[src/design/flag_pkg.sv]
package flag_pkg;

    ////////////////////////////////////////////////////////////////////////////
    // apb geometry: register index, byte address is four times the index
    localparam int unsigned APB_ADDR_W = 12;
    localparam int unsigned APB_DATA_W = 32;
    localparam logic [7:0] IDX_LOCK_MASK = 8'h04;
    localparam logic [7:0] IDX_ERR_MASK = 8'h05;
    localparam logic [7:0] IDX_LOCK_FLAGS = 8'h06;
    localparam logic [7:0] IDX_ERR_FLAGS = 8'h07;

    ////////////////////////////////////////////////////////////////////////////
    // bit positions in lock_and_fifo_flags and its mask
    localparam int unsigned BIT_LOCK_LOST = 7;
    localparam int unsigned BIT_PLL_LOCKED = 6;
    localparam int unsigned BIT_SYNC_LOST = 5;
    localparam int unsigned BIT_SYNC_LOCKED = 4;
    localparam int unsigned BIT_FIFO_WARN1 = 1;
    localparam int unsigned BIT_FIFO_WARN2 = 0;

    // bit positions in error_detect_flags and its mask
    localparam int unsigned BIT_AUTO_PASS = 4;
    localparam int unsigned BIT_AUTO_FAIL = 3;
    localparam int unsigned BIT_SAMPLE_FAIL = 2;

    ////////////////////////////////////////////////////////////////////////////
    // reset values and implemented-bit masks
    localparam logic [7:0] MASK_RESET = 8'h00;
    localparam logic [7:0] LOCK_MASK_BITS = 8'hF3;
    localparam logic [7:0] ERR_MASK_BITS = 8'h1C;
    localparam logic [7:0] LOCK_W1C_BITS = 8'hA0;
    localparam logic [7:0] ERR_W1C_BITS = 8'h1C;

    ////////////////////////////////////////////////////////////////////////////
    // counts
    localparam int unsigned GOOD_PAIRS_TO_CLEAR = 8;
    localparam int unsigned SYNC_QUIET_AVG_CYCLES = 3;
    localparam int unsigned FIFO_WARN1_DIST = 1;
    localparam int unsigned FIFO_WARN2_DIST = 2;
    localparam int unsigned FIFO_DIST_W = 4;

    ////////////////////////////////////////////////////////////////////////////
    // carriers and states
    typedef struct packed {
        logic avg_cycle_done;
        logic phase_adjust_req;
    } sync_evt_t;

    typedef struct packed {
        logic pair_strobe;
        logic auto_pass;
        logic auto_fail;
        logic sample_fail;
    } pattern_evt_t;

    typedef enum logic [2:0] {
        SYNC_SEARCH = 3'b001,
        SYNC_QUIET = 3'b010,
        SYNC_LOCKED = 3'b100
    } sync_state_t;

endpackage

[src/design/dac_event_flag_status.sv]
// Summary of operation
// - pll locked bit shows lock live
// - sync lost latched after prior alignment
// - sync locked after quiet averaging cycles
// - fifo warning one at distance one
// - fifo warning two at distance two
// - write one clears only that flag
// - auto check pass latched on match
// - auto fail set, self-clears after eight consecutive good pairs
// - sample check fail latched until cleared
// - lock lost latched when pll unlocks
// - enable bit gates flag onto irq
module dac_event_flag_status #(
    parameter int unsigned SYNC_QUIET_AVG = flag_pkg::SYNC_QUIET_AVG_CYCLES,
    parameter int unsigned GOOD_PAIRS = flag_pkg::GOOD_PAIRS_TO_CLEAR,
    parameter int unsigned FIFO_DIST_W = flag_pkg::FIFO_DIST_W
) (
    input wire logic pclk,
    input wire logic presetn,
    input wire logic psel,
    input wire logic penable,
    input wire logic pwrite,
    input wire logic [flag_pkg::APB_ADDR_W-1:0] paddr,
    input wire logic [flag_pkg::APB_DATA_W-1:0] pwdata,
    output logic [flag_pkg::APB_DATA_W-1:0] prdata,
    output logic pready,
    output logic pslverr,
    input wire logic pll_lock_pin,
    input wire flag_pkg::sync_evt_t sync_evt,
    input wire logic [FIFO_DIST_W-1:0] fifo_distance,
    input wire flag_pkg::pattern_evt_t pattern_evt,
    output logic irq
);
    import flag_pkg::*;

    localparam int unsigned QW = $clog2(SYNC_QUIET_AVG + 1) + 1;
    localparam logic [QW-1:0] QUIET_LAST = QW'(SYNC_QUIET_AVG);

    ////////////////////////////////////////////////////////////////////////////
    // declarations
    logic pll_locked_s;
    logic pll_locked_d_reg;
    logic pll_locked_d_next;
    logic lock_lost_evt;

    sync_state_t sync_state_reg;
    sync_state_t sync_state_next;
    logic [QW-1:0] quiet_cnt_reg;
    logic [QW-1:0] quiet_cnt_next;
    logic sync_lost_evt;
    logic sync_locked;

    logic fifo_warn1;
    logic fifo_warn2;

    logic lock_lost_reg;
    logic lock_lost_next;
    logic sync_lost_reg;
    logic sync_lost_next;
    logic auto_pass_reg;
    logic auto_pass_next;
    logic auto_fail_reg;
    logic auto_fail_next;
    logic sample_fail_reg;
    logic sample_fail_next;
    logic auto_fail_selfclr;

    logic [7:0] lock_mask_reg;
    logic [7:0] lock_mask_next;
    logic [7:0] err_mask_reg;
    logic [7:0] err_mask_next;
    logic [7:0] lock_view;
    logic [7:0] err_view;

    logic [APB_ADDR_W-3:0] word_idx;
    logic aligned;
    logic hit_lock_mask;
    logic hit_err_mask;
    logic hit_lock_flags;
    logic hit_err_flags;
    logic addr_hit;
    logic wr_access;
    logic rd_setup;
    logic [7:0] clr_lock;
    logic [7:0] clr_err;
    logic [APB_DATA_W-1:0] prdata_reg;
    logic [APB_DATA_W-1:0] prdata_next;
    logic irq_reg;
    logic irq_next;

    ////////////////////////////////////////////////////////////////////////////
    // pll lock detector comes from the analog loop, so it is resynchronised
    pin_sync #(
        .WIDTH(1)
    ) pin_sync_i (
        .pclk(pclk),
        .presetn(presetn),
        .async_in(pll_lock_pin),
        .stable_out(pll_locked_s)
    );

    // falling edge of the settled level marks a loss of lock
    always_comb begin
        pll_locked_d_next = pll_locked_s;
        lock_lost_evt = pll_locked_d_reg && !pll_locked_s;
    end

    always_ff @(posedge pclk or negedge presetn) begin
        if (!presetn) begin
            pll_locked_d_reg <= 1'b0;
        end else begin
            pll_locked_d_reg <= pll_locked_d_next;
        end
    end

    ////////////////////////////////////////////////////////////////////////////
    // sync alignment tracker: counts averaging cycles with no phase request;
    // a request in the same cycle as an average end wins, never counts quiet
    always_comb begin
        sync_state_next = sync_state_reg;
        quiet_cnt_next = quiet_cnt_reg;
        sync_lost_evt = 1'b0;
        case (sync_state_reg)
            SYNC_SEARCH: begin
                quiet_cnt_next = '0;
                if (!sync_evt.phase_adjust_req && sync_evt.avg_cycle_done) begin
                    quiet_cnt_next = QW'(1);
                    sync_state_next = (QUIET_LAST <= QW'(1)) ? SYNC_LOCKED : SYNC_QUIET;
                end
            end
            SYNC_QUIET: begin
                if (sync_evt.phase_adjust_req) begin
                    quiet_cnt_next = '0;
                    sync_state_next = SYNC_SEARCH;
                end else if (sync_evt.avg_cycle_done) begin
                    quiet_cnt_next = quiet_cnt_reg + 1'b1;
                    if (quiet_cnt_reg + 1'b1 >= QUIET_LAST) begin
                        sync_state_next = SYNC_LOCKED;
                    end
                end
            end
            SYNC_LOCKED: begin
                if (sync_evt.phase_adjust_req) begin
                    quiet_cnt_next = '0;
                    sync_state_next = SYNC_SEARCH;
                    sync_lost_evt = 1'b1;
                end
            end
            default: begin
                quiet_cnt_next = '0;
                sync_state_next = SYNC_SEARCH;
            end
        endcase
    end

    always_ff @(posedge pclk or negedge presetn) begin
        if (!presetn) begin
            sync_state_reg <= SYNC_SEARCH;
            quiet_cnt_reg <= '0;
        end else begin
            sync_state_reg <= sync_state_next;
            quiet_cnt_reg <= quiet_cnt_next;
        end
    end

    assign sync_locked = (sync_state_reg == SYNC_LOCKED);

    ////////////////////////////////////////////////////////////////////////////
    // fifo pointer distance warnings are live, nothing latched
    assign fifo_warn1 = (fifo_distance == FIFO_DIST_W'(FIFO_WARN1_DIST));
    assign fifo_warn2 = (fifo_distance == FIFO_DIST_W'(FIFO_WARN2_DIST));

    ////////////////////////////////////////////////////////////////////////////
    // apb decode; zero wait states, unmapped or misaligned gets pslverr
    assign word_idx = paddr[APB_ADDR_W-1:2];
    assign aligned = (paddr[1:0] == 2'b00);
    assign hit_lock_mask = aligned && (word_idx == (APB_ADDR_W-2)'(IDX_LOCK_MASK));
    assign hit_err_mask = aligned && (word_idx == (APB_ADDR_W-2)'(IDX_ERR_MASK));
    assign hit_lock_flags = aligned && (word_idx == (APB_ADDR_W-2)'(IDX_LOCK_FLAGS));
    assign hit_err_flags = aligned && (word_idx == (APB_ADDR_W-2)'(IDX_ERR_FLAGS));
    assign addr_hit = hit_lock_mask || hit_err_mask || hit_lock_flags || hit_err_flags;
    assign wr_access = psel && penable && pwrite && addr_hit;
    assign rd_setup = psel && !penable && !pwrite;
    assign pready = 1'b1;
    assign pslverr = psel && penable && !addr_hit;

    // one-bits of a flag write become clear strobes, only on latched bits
    assign clr_lock = (wr_access && hit_lock_flags) ? (pwdata[7:0] & LOCK_W1C_BITS) : 8'h00;
    assign clr_err = (wr_access && hit_err_flags) ? (pwdata[7:0] & ERR_W1C_BITS) : 8'h00;

    ////////////////////////////////////////////////////////////////////////////
    // latched flags: a new event in the clearing cycle survives the clear
    good_pair_counter #(
        .COUNT(GOOD_PAIRS)
    ) good_pair_counter_i (
        .pclk(pclk),
        .presetn(presetn),
        .armed(auto_fail_reg),
        .pair_ok(pattern_evt.pair_strobe),
        .pair_bad(pattern_evt.auto_fail),
        .clear_pulse(auto_fail_selfclr)
    );

    always_comb begin
        lock_lost_next = (lock_lost_reg && !clr_lock[BIT_LOCK_LOST]) || lock_lost_evt;
        sync_lost_next = (sync_lost_reg && !clr_lock[BIT_SYNC_LOST]) || sync_lost_evt;
        auto_pass_next = (auto_pass_reg && !clr_err[BIT_AUTO_PASS]) || pattern_evt.auto_pass;
        auto_fail_next = (auto_fail_reg && !clr_err[BIT_AUTO_FAIL] && !auto_fail_selfclr)
                         || pattern_evt.auto_fail;
        sample_fail_next = (sample_fail_reg && !clr_err[BIT_SAMPLE_FAIL])
                           || pattern_evt.sample_fail;
    end

    always_ff @(posedge pclk or negedge presetn) begin
        if (!presetn) begin
            lock_lost_reg <= 1'b0;
            sync_lost_reg <= 1'b0;
            auto_pass_reg <= 1'b0;
            auto_fail_reg <= 1'b0;
            sample_fail_reg <= 1'b0;
        end else begin
            lock_lost_reg <= lock_lost_next;
            sync_lost_reg <= sync_lost_next;
            auto_pass_reg <= auto_pass_next;
            auto_fail_reg <= auto_fail_next;
            sample_fail_reg <= sample_fail_next;
        end
    end

    // register views as software sees them; unused bits read zero
    always_comb begin
        lock_view = 8'h00;
        lock_view[BIT_LOCK_LOST] = lock_lost_reg;
        lock_view[BIT_PLL_LOCKED] = pll_locked_s;
        lock_view[BIT_SYNC_LOST] = sync_lost_reg;
        lock_view[BIT_SYNC_LOCKED] = sync_locked;
        lock_view[BIT_FIFO_WARN1] = fifo_warn1;
        lock_view[BIT_FIFO_WARN2] = fifo_warn2;
        err_view = 8'h00;
        err_view[BIT_AUTO_PASS] = auto_pass_reg;
        err_view[BIT_AUTO_FAIL] = auto_fail_reg;
        err_view[BIT_SAMPLE_FAIL] = sample_fail_reg;
    end

    ////////////////////////////////////////////////////////////////////////////
    // masks, read data and interrupt; read data is captured in setup so it
    // comes from a flop, at the cost of reflecting the setup-cycle state
    always_comb begin
        lock_mask_next = lock_mask_reg;
        err_mask_next = err_mask_reg;
        if (wr_access && hit_lock_mask) begin
            lock_mask_next = pwdata[7:0] & LOCK_MASK_BITS;
        end
        if (wr_access && hit_err_mask) begin
            err_mask_next = pwdata[7:0] & ERR_MASK_BITS;
        end
        prdata_next = prdata_reg;
        if (rd_setup) begin
            case (1'b1)
                hit_lock_mask: prdata_next = {24'h00_0000, lock_mask_reg};
                hit_err_mask: prdata_next = {24'h00_0000, err_mask_reg};
                hit_lock_flags: prdata_next = {24'h00_0000, lock_view};
                hit_err_flags: prdata_next = {24'h00_0000, err_view};
                default: prdata_next = 32'h0000_0000;
            endcase
        end
        irq_next = |(lock_view & lock_mask_reg) || |(err_view & err_mask_reg);
    end

    always_ff @(posedge pclk or negedge presetn) begin
        if (!presetn) begin
            lock_mask_reg <= MASK_RESET;
            err_mask_reg <= MASK_RESET;
            prdata_reg <= 32'h0000_0000;
            irq_reg <= 1'b0;
        end else begin
            lock_mask_reg <= lock_mask_next;
            err_mask_reg <= err_mask_next;
            prdata_reg <= prdata_next;
            irq_reg <= irq_next;
        end
    end

    assign prdata = prdata_reg;
    assign irq = irq_reg;
endmodule

[src/design/pin_sync.sv]
module pin_sync #(
    parameter int unsigned WIDTH = 1
) (
    input wire logic pclk,
    input wire logic presetn,
    input wire logic [WIDTH-1:0] async_in,
    output logic [WIDTH-1:0] stable_out
);
    logic [WIDTH-1:0] s1_reg;
    logic [WIDTH-1:0] s2_reg;
    logic [WIDTH-1:0] s3_reg;
    logic [WIDTH-1:0] stable_reg;
    logic [WIDTH-1:0] stable_next;

    ////////////////////////////////////////////////////////////////////////////
    // three stages; a level counts only once stages two and three agree,
    // so a glitch caught by the metastable stage never reaches the output
    genvar i;
    generate
        for (i = 0; i < WIDTH; i++) begin : g_bit
            always_comb begin
                stable_next[i] = (s2_reg[i] == s3_reg[i]) ? s3_reg[i] : stable_reg[i];
            end
        end
    endgenerate

    always_ff @(posedge pclk or negedge presetn) begin
        if (!presetn) begin
            s1_reg <= '0;
            s2_reg <= '0;
            s3_reg <= '0;
            stable_reg <= '0;
        end else begin
            s1_reg <= async_in;
            s2_reg <= s1_reg;
            s3_reg <= s2_reg;
            stable_reg <= stable_next;
        end
    end

    assign stable_out = stable_reg;
endmodule

[src/design/good_pair_counter.sv]
module good_pair_counter #(
    parameter int unsigned COUNT = 8
) (
    input wire logic pclk,
    input wire logic presetn,
    input wire logic armed,
    input wire logic pair_ok,
    input wire logic pair_bad,
    output logic clear_pulse
);
    localparam int unsigned CW = (COUNT > 1) ? $clog2(COUNT) : 1;
    localparam logic [CW-1:0] LAST = CW'(COUNT - 1);

    logic [CW-1:0] count_reg;
    logic [CW-1:0] count_next;

    ////////////////////////////////////////////////////////////////////////////
    // consecutive good pairs; any bad pair or disarm restarts the run
    always_comb begin
        count_next = count_reg;
        clear_pulse = 1'b0;
        if (!armed || pair_bad) begin
            count_next = '0;
        end else if (pair_ok) begin
            if (count_reg == LAST) begin
                count_next = '0;
                clear_pulse = 1'b1;
            end else begin
                count_next = count_reg + 1'b1;
            end
        end
    end

    always_ff @(posedge pclk or negedge presetn) begin
        if (!presetn) begin
            count_reg <= '0;
        end else begin
            count_reg <= count_next;
        end
    end
endmodule

[config.mk]
export PLATFORM = sky130hd
export DESIGN_NAME = dac_event_flag_status
export DESIGN_NICKNAME = d
export VERILOG_FILES = /design/src/design/flag_pkg.sv /design/src/design/dac_event_flag_status.sv /design/src/design/pin_sync.sv /design/src/design/good_pair_counter.sv
export SDC_FILE = /design/constraint.sdc
export NUM_CORES = 1
export LEC_CHECK = 0
export BUFFER_PORTS_ARGS = -buffer_cell sky130_fd_sc_hd__buf_2
export CORE_MARGIN = 2
export CORE_UTILIZATION = 38
export DETAILED_ROUTE_END_ITERATION = 6
export PLACE_DENSITY = 0.7
export SKIP_CTS_REPAIR_TIMING = 1
export SYNTH_ARGS = -nofsm -noshare
export SYNTH_HDL_FRONTEND = slang
export SYNTH_SLANG_ARGS = --single-unit
[constraint.sdc]
create_clock -name pclk -period 2.98 [get_ports pclk]
set_input_delay 0.596 -clock pclk [delete_from_list [all_inputs] [get_ports pclk]]
set_output_delay 0.596 -clock pclk [all_outputs]
set_load 0.01 [all_outputs]
==> impl_metrics.tcl <==
set metrics [dict create \
    outcome "complete, no violations" \
    finalHoldViolations 0 \
    detail_route.drc_violations 0 \
    clk_root_buffer_cell "sky130_fd_sc_hd__clkbuf_8" \
    worstHoldPathType "reg -> reg" \
    row_count 26 \
    fmax_mhz 364.2 \
    antenna_cells 0 \
    worst_path_max_delay_cell "sky130_fd_sc_hd__or4_4" \
    rr_worst_depth 5 \
    coreArea_um2 5172 \
    post_dp_hpwl_um 2995 \
    path_max_fanout 7 \
    critPathLaunchType "input pin" \
    max_reg_flops 8 \
    routed-wl-met2_um 1756 \
    met3_wl_um 213 \
    buffer_ports.inserted 45 \
    globalRouteTotalUtil 0.1338 \
    multiInputGateArea_um2 975.9 \
    synthDominantCellAreaShare 0.4382 \
    rsz0062_at_grt "no" \
    postRouteWirelength_um 3770 \
    cts_num_sinks 37 \
    final.fill_count 503 \
    synth-async-reset-ratio 1.000 \
    cts.htree.levels 2 \
    cp_data_required_time_ns 2.38 \
    mostFrequentLayoutCells "sky130_fd_sc_hd__buf_2 (45), sky130_fd_sc_hd__dfrtp_1 (36), sky130_fd_sc_hd__conb_1 (25)" \
    first_global_vias 1400 \
    finalSetupViolations 0 \
    cap_viol_max_count 0 \
    finalWorstSetupSlack_ns 0.2342 \
    synth_cells 193 \
    worst_setup_hold_path_clk_slew_ns 0.06 \
    io_pins 95 \
    maximum_number_of_pins_on_one_net_before_global_route_repair 38 \
    holdPathStages 0 \
    setup_tns_ns 0 \
    r2r_end "sync_state_reg[2]$_DFFE_PN0P_" \
    synth_sequential_area_ratio 0.4510 \
    placement.setup.worst_slack_ns 0.2253 \
    worst_pin_slew_ns 0.7735 \
    critPathBufInv 2 \
    final_common_cell "sky130_fd_sc_hd__buf_2" \
    ir_drop_mv 0.1590 \
    grt_pass1_wl_um 6354 \
    syn-cell-area_um2 2056 \
    drv_slew 0 \
    timing.final.crit_period_ns 2.746 \
    netlist-cell-type-count 49 \
    hold_ws_ns 0.3474 \
    syn_area_per_cell_um2 10.65 \
    relSlewSlack 0.4843 \
    clk_path_buf_depth 2 \
    cp_data_arrival_time_ns 2.15 \
    total_leakage_power_nw 1.133 \
    drt_pre_antenna_iters 4 \
    total_power_w 0.0009648 \
    floorplan.die_area_um2 6014 \
    yosys-top-cells-area "sky130_fd_sc_hd__dfrtp_1 (44%), sky130_fd_sc_hd__buf_4 (9.1%), sky130_fd_sc_hd__mux2_2 (6.6%)" \
    post_route_cells_drive_above_1_share 0.3054 \
    highest-signal-layer "met4" \
    wl_per_cell_um 12.20 \
    synth_top_area_cell "sky130_fd_sc_hd__dfrtp_1" \
    critPathMaxStageDelay_ns 0.59 \
    crit_path_frequent_cell "sky130_fd_sc_hd__buf_2" \
    initial_antenna_violation_count 0 \
    cts_buffers 5 \
    synth.ff_latch_count 37 \
    crit-reg2reg-launch "quiet_cnt_reg[0]$_DFFE_PN0P_" \
    tritoncts "yes" \
    synth_edf_count 0 \
    die_h_um 77.55 \
    setup.worst_path.end_class "primary output" \
    met1_length_um 1734 \
    vias 1496 \
    synth_warnings 0 \
    initial_utilization 0.3974 \
    ys_dominant_reg_cell "sky130_fd_sc_hd__dfrtp_1" \
    worst_path_cell_chain "buf_2 > or4_4 > or4_1 > and3_1 > buf_2" \
    routed_vias_inst 4.841 \
    ff2ff_setup_slack_ns 1.57 \
    initialDrtViolationCount 76 \
    register_area_um2 927.1 \
    fin_crit_sh 0.9214 \
    grt.overflow.total 0 \
    worst_hold_path_endpoint "pin_sync_i.s2_reg$_DFF_PN0_" \
    die-width_um 77.55 \
    power_per_cell_area_nw_per_um2 413.7 \
    finClkSkew_ns 0.003541 \
    signed_area_change_from_the_synthesized_netlist_to_the_final_layout_pct 13.45 \
    criticalPathCategory "in -> out" \
    nNetsFinal 303 \
    worstHoldStart "pin_sync_i.s1_reg$_DFF_PN0_" \
    cp_top_delay_family "simple AND/OR/NAND/NOR gates" \
    place_congestion 0.8412 \
    ant_nets 0 \
    clk_latency_ns 0.28 \
]
metal layers:
| layer | global-route usage | up-vias |
|---|---|---|
| li1 | - | 735 |
| met1 | 0.1708 | 706 |
| met2 | 0.2096 | 51 |
| met3 | 0.03953 | 4 |
| met4 | 0.06071 | 0 |
| met5 | 0 | - |
where the power goes:
part | switching (W) | total, W | internal, W
Combinational | 0.0000624 | 0.000103 | 0.0000407
Clock | 0.000156 | 0.000339 | 0.000183
Sequential | 0.00000927 | 0.000523 | 0.000514
worst max path at each step:
stage                     startpoint  endpoint  cells after the start  slack (ns)
after detailed placement    paddr[7]   pslverr                      5        0.23
after floorplan             paddr[7]   pslverr                      4        0.42
after global routing        paddr[7]   pslverr                      5        0.21
final                       paddr[7]   pslverr                      5        0.23
after CTS                   paddr[7]   pslverr                      5        0.22
after global placement      paddr[7]   pslverr                      5        0.24
per-stage QoR:
stage | cells | utilization | instance area, µm²
after global placement | 302 | 0.4342 | 2246
after detailed placement | 302 | 0.4342 | 2246
after CTS | 309 | 0.4509 | 2332
final | 309 | 0.4509 | 2332
after global routing | 309 | 0.4509 | 2332
after floorplan | 216 | - | 2142
layout make-up:
cell class	instances	area share
inverter	6	0.009657
multi-input combinational	143	0.4185
tap	70	0.03755
clock buffer	7	0.03702
timing repair buffer	46	0.09979
sequential	37	0.3975
cell usage after synthesis (4+ instances only):
cell / count
sky130_fd_sc_hd__mux2i_1: 8
sky130_fd_sc_hd__nand2_1: 14
sky130_fd_sc_hd__o21ai_0: 11
sky130_fd_sc_hd__nor2b_1: 6
sky130_fd_sc_hd__mux2_2: 12
sky130_fd_sc_hd__dfrtp_1: 36
sky130_fd_sc_hd__a21oi_1: 5
sky130_fd_sc_hd__inv_1: 6
sky130_fd_sc_hd__nor2_1: 8
sky130_fd_sc_hd__ha_1: 4
sky130_fd_sc_hd__buf_4: 25
kinds of logic after synthesis:
family                   Yosys count  share of synthesized area
other                              2                   0.003653
AO/OA/AOI/OAI                     32                     0.1029
flip-flops                        37                     0.4510
adder cells (fa/ha/maj)            5                    0.02922
multiplexers                      20                     0.1047
buffers and inverters             36                     0.1163
AND/OR/NAND/NOR                   59                     0.1838
XOR/XNOR                           2                   0.008523
No activity file was read; power rests on OpenSTA's default activity.
